**config.mk**
```make
export PLATFORM = sky130hd
export DESIGN_NAME = sdc_cmd_decode
export DESIGN_NICKNAME = d
export VERILOG_FILES = /design/src/sdc_pkg.sv /design/src/sdc_bank_if.sv /design/src/sdc_bank_ctrl.sv /design/src/sdc_cal_engine.sv /design/src/sdc_cmd_decode.sv
export SDC_FILE = /design/constraint.sdc
export NUM_CORES = 1
export LEC_CHECK = 0
export BUFFER_PORTS_ARGS = -buffer_cell sky130_fd_sc_hd__buf_2
export CORE_MARGIN = 2
export CORE_UTILIZATION = 50
export CTS_CLUSTER_SIZE = 24
export DETAILED_ROUTE_END_ITERATION = 10
export MAX_ROUTING_LAYER = met4
export PLACE_DENSITY_LB_ADDON = 0.3
export SLEW_MARGIN = 0
export SYNTH_ARGS = -nofsm -noshare
export SYNTH_HDL_FRONTEND = slang
export SYNTH_SLANG_ARGS = --single-unit
```
**constraint.sdc**
```tcl
create_clock -name ref_clk_i -period 7.3 [get_ports ref_clk_i]
set_input_delay 0.365 -clock ref_clk_i [delete_from_list [all_inputs] [get_ports ref_clk_i]]
set_output_delay 0.365 -clock ref_clk_i [all_outputs]
set_load 0.05 [all_outputs]
```
**src/sdc_pkg.sv**
```systemverilog
// Shared constants, enumerations and the command decode function for the
// command decoder and bank tracker. Assumes a 100 MHz core clock.
package sdc_pkg;
  localparam int BANKS  = 8;
  localparam int BA_W   = 3;
  localparam int ROW_W  = 14;
  localparam int COL_W  = 10;
  localparam int DATA_W = 8;
  localparam int IMP_W  = 4;
  localparam int ADDR_AUTO_PRECHARGE_BIT = 10;
  localparam int ADDR_BURST_CHOP_BIT     = 12;

  // Clock rate and timing figures; precharge and refresh cycle counts derive from them.
  localparam int CLK_PERIOD_NS          = 10;
  localparam int PRECHARGE_TIME_NS      = 15;
  localparam int REFRESH_CYCLE_TIME_NS  = 160;
  localparam int PRECHARGE_CYCLES = (PRECHARGE_TIME_NS + CLK_PERIOD_NS - 1) / CLK_PERIOD_NS;
  localparam int REFRESH_CYCLES   = (REFRESH_CYCLE_TIME_NS + CLK_PERIOD_NS - 1) / CLK_PERIOD_NS;
  localparam int INIT_CAL_CYCLES  = 512;
  localparam int OPER_CAL_CYCLES  = 256;
  localparam int SHORT_CAL_CYCLES = 64;
  localparam int CAL_STEP_CYCLES  = 16;
  localparam int PRE_W = 4;
  localparam int REF_W = 8;
  localparam int CAL_W = 10;
  localparam int STEP_W = 4;
  localparam logic [PRE_W-1:0]  PRE_LOAD   = PRE_W'(PRECHARGE_CYCLES - 1);
  localparam logic [REF_W-1:0]  REF_LOAD   = REF_W'(REFRESH_CYCLES - 1);
  localparam logic [CAL_W-1:0]  INIT_LOAD  = CAL_W'(INIT_CAL_CYCLES - 1);
  localparam logic [CAL_W-1:0]  OPER_LOAD  = CAL_W'(OPER_CAL_CYCLES - 1);
  localparam logic [CAL_W-1:0]  SHORT_LOAD = CAL_W'(SHORT_CAL_CYCLES - 1);
  localparam logic [STEP_W-1:0] STEP_LOAD  = STEP_W'(CAL_STEP_CYCLES - 1);
  localparam logic [2:0] CHOP_LAST  = 3'h3;
  localparam logic [2:0] EIGHT_LAST = 3'h7;
  localparam logic [IMP_W-1:0] IMP_RESET = 4'h8;

  typedef enum logic [3:0] {
    CMD_DESELECT, CMD_NOP, CMD_ACTIVATE, CMD_READ, CMD_WRITE,
    CMD_PRECHARGE, CMD_REFRESH, CMD_CALIBRATE, CMD_OTHER
  } sdc_cmd_type;

  typedef enum logic [1:0] {BANK_IDLE, BANK_ACTIVE, BANK_PRECHARGING} sdc_bank_state_type;

  // Clock enable low means no command here; power-down lies outside this block.
  function automatic sdc_cmd_type sdc_decode(input logic cke, input logic cs_n,
                                             input logic [2:0] rcw_n);
    if (!cke) return CMD_NOP;
    if (cs_n) return CMD_DESELECT;
    case (rcw_n)
      3'h7:    return CMD_NOP;
      3'h3:    return CMD_ACTIVATE;
      3'h5:    return CMD_READ;
      3'h4:    return CMD_WRITE;
      3'h2:    return CMD_PRECHARGE;
      3'h1:    return CMD_REFRESH;
      3'h6:    return CMD_CALIBRATE;
      default: return CMD_OTHER;
    endcase
  endfunction
endpackage

```
**src/sdc_bank_if.sv**
```systemverilog
// Carrier between the command decoder and the per-bank row tracker.
// Assumes both ends sit on the same clock.
`timescale 1ns/1ns
interface sdc_bank_if;
  import sdc_pkg::*;
  logic                 act;
  logic                 pre;
  logic                 pre_all;
  logic [BA_W-1:0]      bank;
  logic [ROW_W-1:0]     row;
  logic                 ap_req;
  logic [BA_W-1:0]      ap_bank;
  logic [BANKS-1:0]     open;
  logic [BANKS-1:0]     precharging;
  logic [ROW_W-1:0]     open_row [BANKS];
  modport ctrl  (output act, pre, pre_all, bank, row, ap_req, ap_bank,
                 input open, precharging, open_row);
  modport banks (input act, pre, pre_all, bank, row, ap_req, ap_bank,
                 output open, precharging, open_row);
endinterface

```
**src/sdc_bank_ctrl.sv**
```systemverilog
// Per-bank row state: idle, active with an open row, or precharging.
// Assumes activate requests come only from the decoder's checked path.
`timescale 1ns/1ns
module sdc_bank_ctrl (
  input  wire logic ref_clk_i,
  input  wire logic rst_n_i,
  sdc_bank_if.banks bif
);
  import sdc_pkg::*;

  for (genvar g = 0; g < BANKS; g++) begin : g_bank
    sdc_bank_state_type state_reg;
    sdc_bank_state_type state_next;
    logic [PRE_W-1:0]   timer_reg;
    logic [PRE_W-1:0]   timer_next;
    logic [ROW_W-1:0]   row_reg;
    wire  hit   = (bif.bank == BA_W'(g));
    wire  close = bif.pre_all | (bif.pre & hit) | (bif.ap_req & (bif.ap_bank == BA_W'(g)));

    // A close to an idle bank does nothing; to a precharging bank it restarts the timer.
    always_comb begin
      state_next = state_reg;
      timer_next = timer_reg;
      case (state_reg)
        BANK_IDLE: begin
          if (bif.act && hit) state_next = BANK_ACTIVE; // [RULE8]
        end
        BANK_ACTIVE: begin
          if (close) begin
            state_next = BANK_PRECHARGING;
            timer_next = PRE_LOAD; // [RULE19]
          end
        end
        BANK_PRECHARGING: begin
          if (close) timer_next = PRE_LOAD; // [RULE20]
          else if (timer_reg == '0) state_next = BANK_IDLE;
          else timer_next = timer_reg - 1'b1;
        end
        default: state_next = BANK_IDLE;
      endcase
    end

    // Row address is latched only when the bank really opens.
    always_ff @(posedge ref_clk_i or negedge rst_n_i) begin
      if (!rst_n_i) begin
        state_reg <= BANK_IDLE;
        timer_reg <= '0;
        row_reg   <= '0;
      end else begin
        state_reg <= state_next;
        timer_reg <= timer_next;
        if (state_reg == BANK_IDLE && bif.act && hit) row_reg <= bif.row;
      end
    end

    assign bif.open[g]        = (state_reg == BANK_ACTIVE);
    assign bif.precharging[g] = (state_reg == BANK_PRECHARGING);
    assign bif.open_row[g]    = row_reg;

  end
endmodule

```
**src/sdc_cal_engine.sv**
```systemverilog
// Impedance calibration engine: steps working codes toward comparator targets
// and transfers them to the I/O codes at the end of the window.
// Assumes target codes come from logic on the same clock.
`timescale 1ns/1ns
module sdc_cal_engine (
  input  wire logic                      ref_clk_i,
  input  wire logic                      rst_n_i,
  input  wire logic                      start_i,
  input  wire logic                      long_i,
  input  wire logic [sdc_pkg::IMP_W-1:0] drive_target_i,
  input  wire logic [sdc_pkg::IMP_W-1:0] term_target_i,
  output logic                           busy_o,
  output logic [sdc_pkg::IMP_W-1:0]      drive_imp_o,
  output logic [sdc_pkg::IMP_W-1:0]      term_imp_o
);
  import sdc_pkg::*;

  logic              init_done_reg;
  logic [CAL_W-1:0]  win_reg;
  logic [STEP_W-1:0] step_reg;
  logic [IMP_W-1:0]  drv_work_reg;
  logic [IMP_W-1:0]  trm_work_reg;

  // One code step per interval, so a short window moves each code a few steps.
  function automatic logic [IMP_W-1:0] sdc_step_toward(input logic [IMP_W-1:0] cur,
                                                       input logic [IMP_W-1:0] tgt);
    if (cur < tgt) return cur + 1'b1;
    if (cur > tgt) return cur - 1'b1;
    return cur;
  endfunction

  wire              take     = start_i & ~busy_o;
  wire              step_now = busy_o & (step_reg == '0);
  wire [CAL_W-1:0]  win_load = !long_i ? SHORT_LOAD : (init_done_reg ? OPER_LOAD : INIT_LOAD);

  // A start while busy is ignored; the I/O codes change only at window end.
  always_ff @(posedge ref_clk_i or negedge rst_n_i) begin
    if (!rst_n_i) begin
      busy_o        <= 1'b0;
      init_done_reg <= 1'b0;
      win_reg       <= '0;
      step_reg      <= '0;
      drv_work_reg  <= IMP_RESET;
      trm_work_reg  <= IMP_RESET;
      drive_imp_o   <= IMP_RESET;
      term_imp_o    <= IMP_RESET;
    end else if (take) begin
      busy_o   <= 1'b1;
      win_reg  <= win_load; // [RULE7]
      step_reg <= STEP_LOAD;
      if (long_i) init_done_reg <= 1'b1;
    end else if (busy_o) begin
      win_reg  <= win_reg - 1'b1;
      step_reg <= step_now ? STEP_LOAD : step_reg - 1'b1;
      if (step_now) begin
        drv_work_reg <= sdc_step_toward(drv_work_reg, drive_target_i); // [RULE6]
        trm_work_reg <= sdc_step_toward(trm_work_reg, term_target_i);
      end
      if (win_reg == '0) begin
        busy_o      <= 1'b0;
        drive_imp_o <= drv_work_reg; // [RULE4]
        term_imp_o  <= trm_work_reg;
      end
    end
  end
endmodule

```
**src/sdc_cmd_decode.sv**
```systemverilog
// Command decoder, burst sequencer and refresh timer for an eight-bank DRAM.
// Assumes the controller drives pins synchronous to ref_clk_i, one beat per clock.
// Functional notes
// [RULE1] Each command decodes from select, strobes, write enable and clock enable at an edge.
// [RULE2] Deselect takes no new command; running operations carry on.
// [RULE3] No-operation registers nothing and leaves running operations alone.
// [RULE4] Long calibration runs the engine, then updates drive and termination codes.
// [RULE5] Controller waits the init window after the first long calibration, else shorter.
// [RULE6] Short calibration corrects a small error within 64 clock cycles.
// [RULE7] Auto-precharge bit high selects long calibration, low selects short.
// [RULE8] Activate opens the addressed row in the addressed bank until precharged.
// [RULE9] Controller precharges a bank before opening another row there.
// [RULE10] Low column bits give the burst start, ordered by length and type.
// [RULE11] Auto-precharge bit high closes the row after the burst ends.
// [RULE12] With on-the-fly enabled, burst-chop bit low gives four beats, high eight.
// [RULE13] A started burst always runs to its end.
// [RULE14] Read and write codes differ only in write enable; clock enable high.
// [RULE15] A write stores its burst into the open row of the addressed bank.
// [RULE16] A byte is stored only when its data mask is low.
// [RULE17] Precharge closes one bank, or all banks when the auto-precharge bit is high.
// [RULE18] Other banks accept reads and writes during an automatic close.
// [RULE19] A closed bank reopens only after the precharge time; access needs activate.
// [RULE20] Precharge of an idle or closing bank is no-operation but restarts timing.
// [RULE21] Refresh uses an internal row counter, one row per command.
// [RULE22] Controller refreshes every 7.8 us on average, or 3.9 us when hot.
// [RULE23] Controller may postpone up to eight refreshes, nine intervals at most.
// [RULE24] A refresh lasts the refresh cycle time from the command edge.
// [RULE25] Controller keeps clock enable high and closes all banks before refresh.
// [RULE26] Reads and writes are taken only for banks holding an open row.
`timescale 1ns/1ns
module sdc_cmd_decode (
  input  wire logic                       ref_clk_i,
  input  wire logic                       rst_n_i,
  input  wire logic                       cke_i,
  input  wire logic                       cs_n_i,
  input  wire logic                       ras_n_i,
  input  wire logic                       cas_n_i,
  input  wire logic                       we_n_i,
  input  wire logic [sdc_pkg::BA_W-1:0]   ba_i,
  input  wire logic [sdc_pkg::ROW_W-1:0]  addr_i,
  input  wire logic                       otf_enable_i,
  input  wire logic                       fixed_chop_i,
  input  wire logic                       interleave_i,
  input  wire logic [sdc_pkg::DATA_W-1:0] wr_data_i,
  input  wire logic                       data_mask_i,
  input  wire logic [sdc_pkg::IMP_W-1:0]  drive_target_i,
  input  wire logic [sdc_pkg::IMP_W-1:0]  term_target_i,
  output logic                            mem_en_o,
  output logic                            mem_we_o,
  output logic                            mem_byte_en_o,
  output logic [sdc_pkg::BA_W-1:0]        mem_bank_o,
  output logic [sdc_pkg::ROW_W-1:0]       mem_row_o,
  output logic [sdc_pkg::COL_W-1:0]       mem_col_o,
  output logic [sdc_pkg::DATA_W-1:0]      mem_wdata_o,
  output logic                            burst_busy_o,
  output logic                            burst_chop_o,
  output logic                            refresh_busy_o,
  output logic [sdc_pkg::ROW_W-1:0]       refresh_row_o,
  output logic                            cal_busy_o,
  output logic [sdc_pkg::IMP_W-1:0]       drive_impedance_o,
  output logic [sdc_pkg::IMP_W-1:0]       termination_impedance_o,
  output logic [sdc_pkg::BANKS-1:0]       bank_open_o,
  output logic [sdc_pkg::BANKS-1:0]       bank_precharging_o,
  output logic                            cmd_reject_o
);
  import sdc_pkg::*;

  sdc_bank_if bif ();

  logic              busy_reg;
  logic [2:0]        beat_reg;
  logic              write_reg;
  logic              ap_reg;
  logic              chop_reg;
  logic              interleave_reg;
  logic [BA_W-1:0]   bank_reg;
  logic [ROW_W-1:0]  row_reg;
  logic [COL_W-1:0]  col_reg;
  logic [REF_W-1:0]  ref_timer_reg;
  logic [REF_W:0]    ref_age_reg;

  // Command decode from the pin levels at this edge.
  sdc_cmd_type cmd;
  assign cmd = sdc_decode(cke_i, cs_n_i, {ras_n_i, cas_n_i, we_n_i}); // [RULE1] [RULE14]

  wire all_idle  = ~|(bif.open | bif.precharging);
  wire bank_idle = !bif.open[ba_i] && !bif.precharging[ba_i];
  wire rw_cmd    = (cmd == CMD_READ) || (cmd == CMD_WRITE);
  wire chop_sel  = otf_enable_i ? !addr_i[ADDR_BURST_CHOP_BIT] : fixed_chop_i; // [RULE12]

  // Acceptance: a burst cannot be cut short, so a second access before its end is refused.
  wire rw_take  = rw_cmd && bif.open[ba_i] && !busy_reg; // [RULE26] [RULE13] [RULE18]
  wire act_take = (cmd == CMD_ACTIVATE) && bank_idle && !refresh_busy_o; // [RULE19] [RULE9]
  wire pre_cmd  = (cmd == CMD_PRECHARGE);
  wire ref_take = (cmd == CMD_REFRESH) && all_idle && !refresh_busy_o && !busy_reg; // [RULE25]
  wire cal_take = (cmd == CMD_CALIBRATE);
  wire reject   = (rw_cmd && !rw_take) || ((cmd == CMD_ACTIVATE) && !act_take)
                || ((cmd == CMD_REFRESH) && !ref_take);

  // Burst end and the automatic close that may follow it.
  wire last_beat = (beat_reg == (chop_reg ? CHOP_LAST : EIGHT_LAST));
  wire ap_fire   = busy_reg && last_beat && ap_reg; // [RULE11]

  // Requests to the bank tracker; automatic close travels on its own lane.
  assign bif.act     = act_take; // [RULE8]
  assign bif.pre     = pre_cmd && !addr_i[ADDR_AUTO_PRECHARGE_BIT]; // [RULE17]
  assign bif.pre_all = pre_cmd && addr_i[ADDR_AUTO_PRECHARGE_BIT]; // [RULE17]
  assign bif.bank    = ba_i;
  assign bif.row     = addr_i;
  assign bif.ap_req  = ap_fire;
  assign bif.ap_bank = bank_reg;

  // Column of the current beat: wrap inside the four or eight column block.
  wire [2:0] beat_off = interleave_reg ? (col_reg[2:0] ^ beat_reg)
                                       : (col_reg[2:0] + beat_reg); // [RULE10]
  wire [COL_W-1:0] beat_col = chop_reg ? {col_reg[COL_W-1:2], beat_off[1:0]}
                                       : {col_reg[COL_W-1:3], beat_off};

  sdc_bank_ctrl u_banks (
    .ref_clk_i (ref_clk_i),
    .rst_n_i   (rst_n_i),
    .bif       (bif)
  );

  sdc_cal_engine u_cal (
    .ref_clk_i      (ref_clk_i),
    .rst_n_i        (rst_n_i),
    .start_i        (cal_take),
    .long_i         (addr_i[ADDR_AUTO_PRECHARGE_BIT]),
    .drive_target_i (drive_target_i),
    .term_target_i  (term_target_i),
    .busy_o         (cal_busy_o),
    .drive_imp_o    (drive_impedance_o),
    .term_imp_o     (termination_impedance_o)
  );

  // Burst sequencer: deselect and no-operation fall through and leave it running.
  always_ff @(posedge ref_clk_i or negedge rst_n_i) begin
    if (!rst_n_i) begin
      busy_reg       <= 1'b0;
      beat_reg       <= '0;
      write_reg      <= 1'b0;
      ap_reg         <= 1'b0;
      chop_reg       <= 1'b0;
      interleave_reg <= 1'b0;
      bank_reg       <= '0;
      row_reg        <= '0;
      col_reg        <= '0;
    end else if (rw_take) begin
      busy_reg       <= 1'b1;
      beat_reg       <= '0;
      write_reg      <= (cmd == CMD_WRITE);
      ap_reg         <= addr_i[ADDR_AUTO_PRECHARGE_BIT]; // [RULE11]
      chop_reg       <= chop_sel; // [RULE12]
      interleave_reg <= interleave_i;
      bank_reg       <= ba_i; // [RULE15]
      row_reg        <= bif.open_row[ba_i];
      col_reg        <= addr_i[COL_W-1:0]; // [RULE10]
    end else if (busy_reg) begin
      beat_reg <= beat_reg + 1'b1;
      if (last_beat) busy_reg <= 1'b0; // [RULE13]
    end
  end

  // Array port: one beat per clock, write data and mask sampled with the beat.
  always_ff @(posedge ref_clk_i or negedge rst_n_i) begin
    if (!rst_n_i) begin
      mem_en_o      <= 1'b0;
      mem_we_o      <= 1'b0;
      mem_byte_en_o <= 1'b0;
      mem_bank_o    <= '0;
      mem_row_o     <= '0;
      mem_col_o     <= '0;
      mem_wdata_o   <= '0;
    end else begin
      mem_en_o      <= busy_reg;
      mem_we_o      <= busy_reg && write_reg; // [RULE15]
      mem_byte_en_o <= busy_reg && (!write_reg || !data_mask_i); // [RULE16]
      mem_bank_o    <= bank_reg;
      mem_row_o     <= row_reg;
      mem_col_o     <= beat_col;
      mem_wdata_o   <= wr_data_i;
    end
  end

  // Refresh timer and internal row counter; address pins play no part.
  always_ff @(posedge ref_clk_i or negedge rst_n_i) begin
    if (!rst_n_i) begin
      refresh_busy_o <= 1'b0;
      ref_timer_reg  <= '0;
      refresh_row_o  <= '0;
    end else if (ref_take) begin
      refresh_busy_o <= 1'b1; // [RULE24]
      ref_timer_reg  <= REF_LOAD;
      refresh_row_o  <= refresh_row_o + 1'b1; // [RULE21]
    end else if (refresh_busy_o) begin
      ref_timer_reg <= ref_timer_reg - 1'b1;
      if (ref_timer_reg == '0) refresh_busy_o <= 1'b0;
    end
  end

  // Status copies; they trail the bank tracker, burst sequencer and decode by one clock.
  always_ff @(posedge ref_clk_i or negedge rst_n_i) begin
    if (!rst_n_i) begin
      bank_open_o        <= '0;
      bank_precharging_o <= '0;
      burst_busy_o       <= 1'b0;
      burst_chop_o       <= 1'b0;
      cmd_reject_o       <= 1'b0;
    end else begin
      bank_open_o        <= bif.open;
      bank_precharging_o <= bif.precharging;
      burst_busy_o       <= busy_reg;
      burst_chop_o       <= chop_reg;
      cmd_reject_o       <= reject;
    end
  end

  // Helper for the refresh length check: counts cycles of the current refresh.
  always_ff @(posedge ref_clk_i or negedge rst_n_i) begin
    if (!rst_n_i) ref_age_reg <= '0;
    else if (ref_take) ref_age_reg <= '0;
    else if (refresh_busy_o) ref_age_reg <= ref_age_reg + 1'b1;
  end
endmodule

```
==> reports/results.tsv <==
metric	value	unit
syn_inst	1173	
cap_viol_max_count	0	
period_share	0.440	
htree_levels	2	
p_leak	0.00797	uW
timing.rr.start	u_banks.g_bank[7].state_reg[1]$_DFFE_PN0P_	
synthAdderAreaFrac	0.0540	
ys.flop_type	dfrtp_1	
first_global_vias	9679	
ys.warnings.count	0	
cpMaxStageDelayCell	and4_1	
track_usage	0.209	
synth-simple-area-share	0.105	
path_common_cell	mux2_2	
synth-xor-area-share	0.0178	
wl	29600	um
synth_nets	1278	
drc	0	
dp_hpwl	19800	um
antenna_found_initial	2	
reg2reg_to	u_banks.g_bank[7].row_reg[13]$_DFFE_PN0P_	
hold_viol	0	
synth.mux.area_fraction	0.168	
placement_rows	61	
cts_tree	done	
ios	125	
die-area	29900	sq um
ctsResizeCount	0	
syn_to_final_growth	15.1	%
critPathLaunch	u_banks.g_bank[7].state_reg[1]$_DFFE_PN0P_	
power.density	264	nW/um^2
synth-compound-area-share	0.0847	
clk_latency	0.52	ns
reg2reg_slack	4.09	ns
cp.required	7.68	ns
drive_gt1_frac	0.244	
grt_max_degree	189	
syn-cell-area	14300	sq um
synth.largest_area_cell	dfrtp_1	
path_max_fanout	14	
synth.area.top_cells	dfrtp_1 53%, mux2_2 8.1%, ha_1 5.3%	
io_buffers	124	
endpoint_kind	flip-flop	
globalRouteOverflowTotal	0	
status	finished, final reports clean	
yosysTopAreaCellShare	0.530	
clk_pin_slew	0.06	ns
worstPathCellList	inv_1 > ha_1 > mux4_2 > mux2_2 > nor4b_4 > and4_1 > mux2_2	
die_x	173	um
nets	1407	
tns	0	ns
hold-worst-slack	0.0665	ns
cts_made_buffers	34	
die_height	173	um
first_iter_violations	695	
slowest_delay	0.75	ns
worst-path-buf-inv	1	
cts_sinks	306	
num_vias	9506	
period_needed	3.21	ns
crit_cells	7	
gp_congestion	0.814	
synth_top_family_by_area	multiplexers	
slew_headroom	0.257	
reg2reg_depth	7	
final.setup_skew	0.0190	ns
hold_path.class	input port to flip-flop	
seq_area_frac_synth	0.537	
worst_slew_pin_slew	1.11	ns
crit_type	flip-flop to flip-flop	
post_drt_wl_per_cell	17.4	um
clk_path_buf_depth	3	
synth_edf_count	0	
fmax	312	MHz
setup_viol_count_final	0	
largest_reg_flops	112	
rsz0062_at_grt	false	
start_util	0.511	
ys_ff_latch	306	
cp_top_family	multiplexers	
ant_nets	0	
arrival	3.59	ns
start_kind	flip-flop	
firstDrtPassIters	5	
vias_per_cell	5.57	
syn_area_per_cell	12.2	sq um
vdd_drop_max	0.144	mV
ys_async_sr_fraction	1.00	
grt_pass1_wl	50100	um
worstHoldPathCells	3	
hold_start	interleave_i	
min_to	interleave_reg$_DFFE_PN0P_	
final_max_slew_viol_count	0	
cts_root_buf	clkbuf_16	
core	27900	sq um
ys_types	66	
metal layers:
layer,track usage,share of wire
met2,0.331,0.47
met1,0.285,0.47
met3,0.0354,0.043
met5,-,0
met4,0.0512,0.021
kinds of logic after synthesis:
| kind of cell | after synthesis |
|---|---|
| xor+xnor | 29 |
| compound gates | 184 |
| fa+ha+maj | 61 |
| mux | 185 |
| buf+inv | 111 |
| simple gates | 297 |
| flops | 306 |
worst min-delay path: stages:
cell and delay [ns]:
buf_2 0.08, nand2_1 0.05, nand2_1 0.06
timing repair:
| item | CTS | global route |
|---|---|---|
| setup buffers | 0 | 0 |
| hold buffers | 9 | 0 |
| endpoints found under the hold margin | 121 | 0 |
power breakdown:
group | internal [uW] | total (uW) | switching [uW]
Combinational | 219 | 668 | 448
Sequential | 1820 | 1950 | 127
Clock | 1050 | 1720 | 670
Total | 3100 | 4340 | 1240
cell type report:
class | instances | area (sq um)
Antenna cell | 2 | 5.00
Clock buffer | 50 | 992
Clock inverter | 10 | 153
Fill cell | 2288 | 11500
Inverter | 68 | 255
Multi-Input combinational cell | 756 | 6120
Sequential cell | 306 | 7660
Tap cell | 378 | 473
Timing Repair Buffer | 136 | 756
worst max-delay path by stage:
stage                                                     end  slack, ns
global route                           col_reg[1]$_DFFE_PN0P_       3.85
finish              u_banks.g_bank[7].row_reg[13]$_DFFE_PN0P_       4.09
floorplan           u_banks.g_bank[5].row_reg[10]$_DFFE_PN0P_       4.66
CTS                 u_banks.g_bank[7].row_reg[13]$_DFFE_PN0P_       4.09
global placement     u_banks.g_bank[7].row_reg[1]$_DFFE_PN0P_       3.66
detailed placement  u_banks.g_bank[7].row_reg[13]$_DFFE_PN0P_       3.62
per-stage QoR:
step / cells / total power [uW] / setup slack [ns] / util / area (sq um)
3_3_place_gp: 1635 / 2620 / 3.66 / 0.543 / 15200
3_5_place_dp: 1635 / 2640 / 3.62 / 0.543 / 15200
4_1_cts: 1704 / 4380 / 4.09 / 0.588 / 16400
5_1_grt: 1706 / 4550 / 3.85 / 0.588 / 16400
2_1_floorplan: 1173 / 2430 / 4.66 / - / 14300
6_report: 1706 / 4340 / 4.09 / 0.588 / 16400
Yosys cell counts, types with 8 or more instances:
cell	n
nor3b_1	8
nand4_1	8
xor2_1	13
a31oi_1	11
and3_1	11
nand3_1	23
inv_1	67
mux4_2	30
mux2_2	102
mux2_1	30
o21ai_0	60
nand2_1	114
mux2i_1	23
nor2b_1	13
clkbuf_1	25
nand2b_1	11
xnor2_1	16
a21oi_1	29
o2bb2ai_1	9
o211ai_1	10
a32o_1	8
ha_1	60
dfrtp_1	302
o31ai_1	8
a21boi_0	9
nor3_1	28
nor2_1	41
cells in the final DEF, fill, tap and decap left out, types with 8 or more instances in the layout:
| master | n |
|---|---|
| dfrtp_1 | 302 |
| buf_2 | 123 |
| nand2_1 | 114 |
| mux2_2 | 102 |
| inv_1 | 67 |
| o21ai_0 | 60 |
| ha_1 | 60 |
| nor2_1 | 41 |
| clkbuf_16 | 35 |
| mux4_2 | 30 |
| mux2_1 | 30 |
| a21oi_1 | 29 |
| nor3_1 | 28 |
| nand3_1 | 23 |
| mux2i_1 | 23 |
| xnor2_1 | 16 |
| xor2_1 | 13 |
| nor2b_1 | 13 |
| and3_1 | 11 |
| a31oi_1 | 11 |
| nand2b_1 | 11 |
| o211ai_1 | 10 |
| a21boi_0 | 9 |
| o2bb2ai_1 | 9 |
| clkbuf_1 | 9 |
| dlygate4sd3_1 | 9 |
| nor3b_1 | 8 |
| nand4_1 | 8 |
| a32o_1 | 8 |
| o31ai_1 | 8 |
No activity file was read; power rests on OpenSTA's default activity.
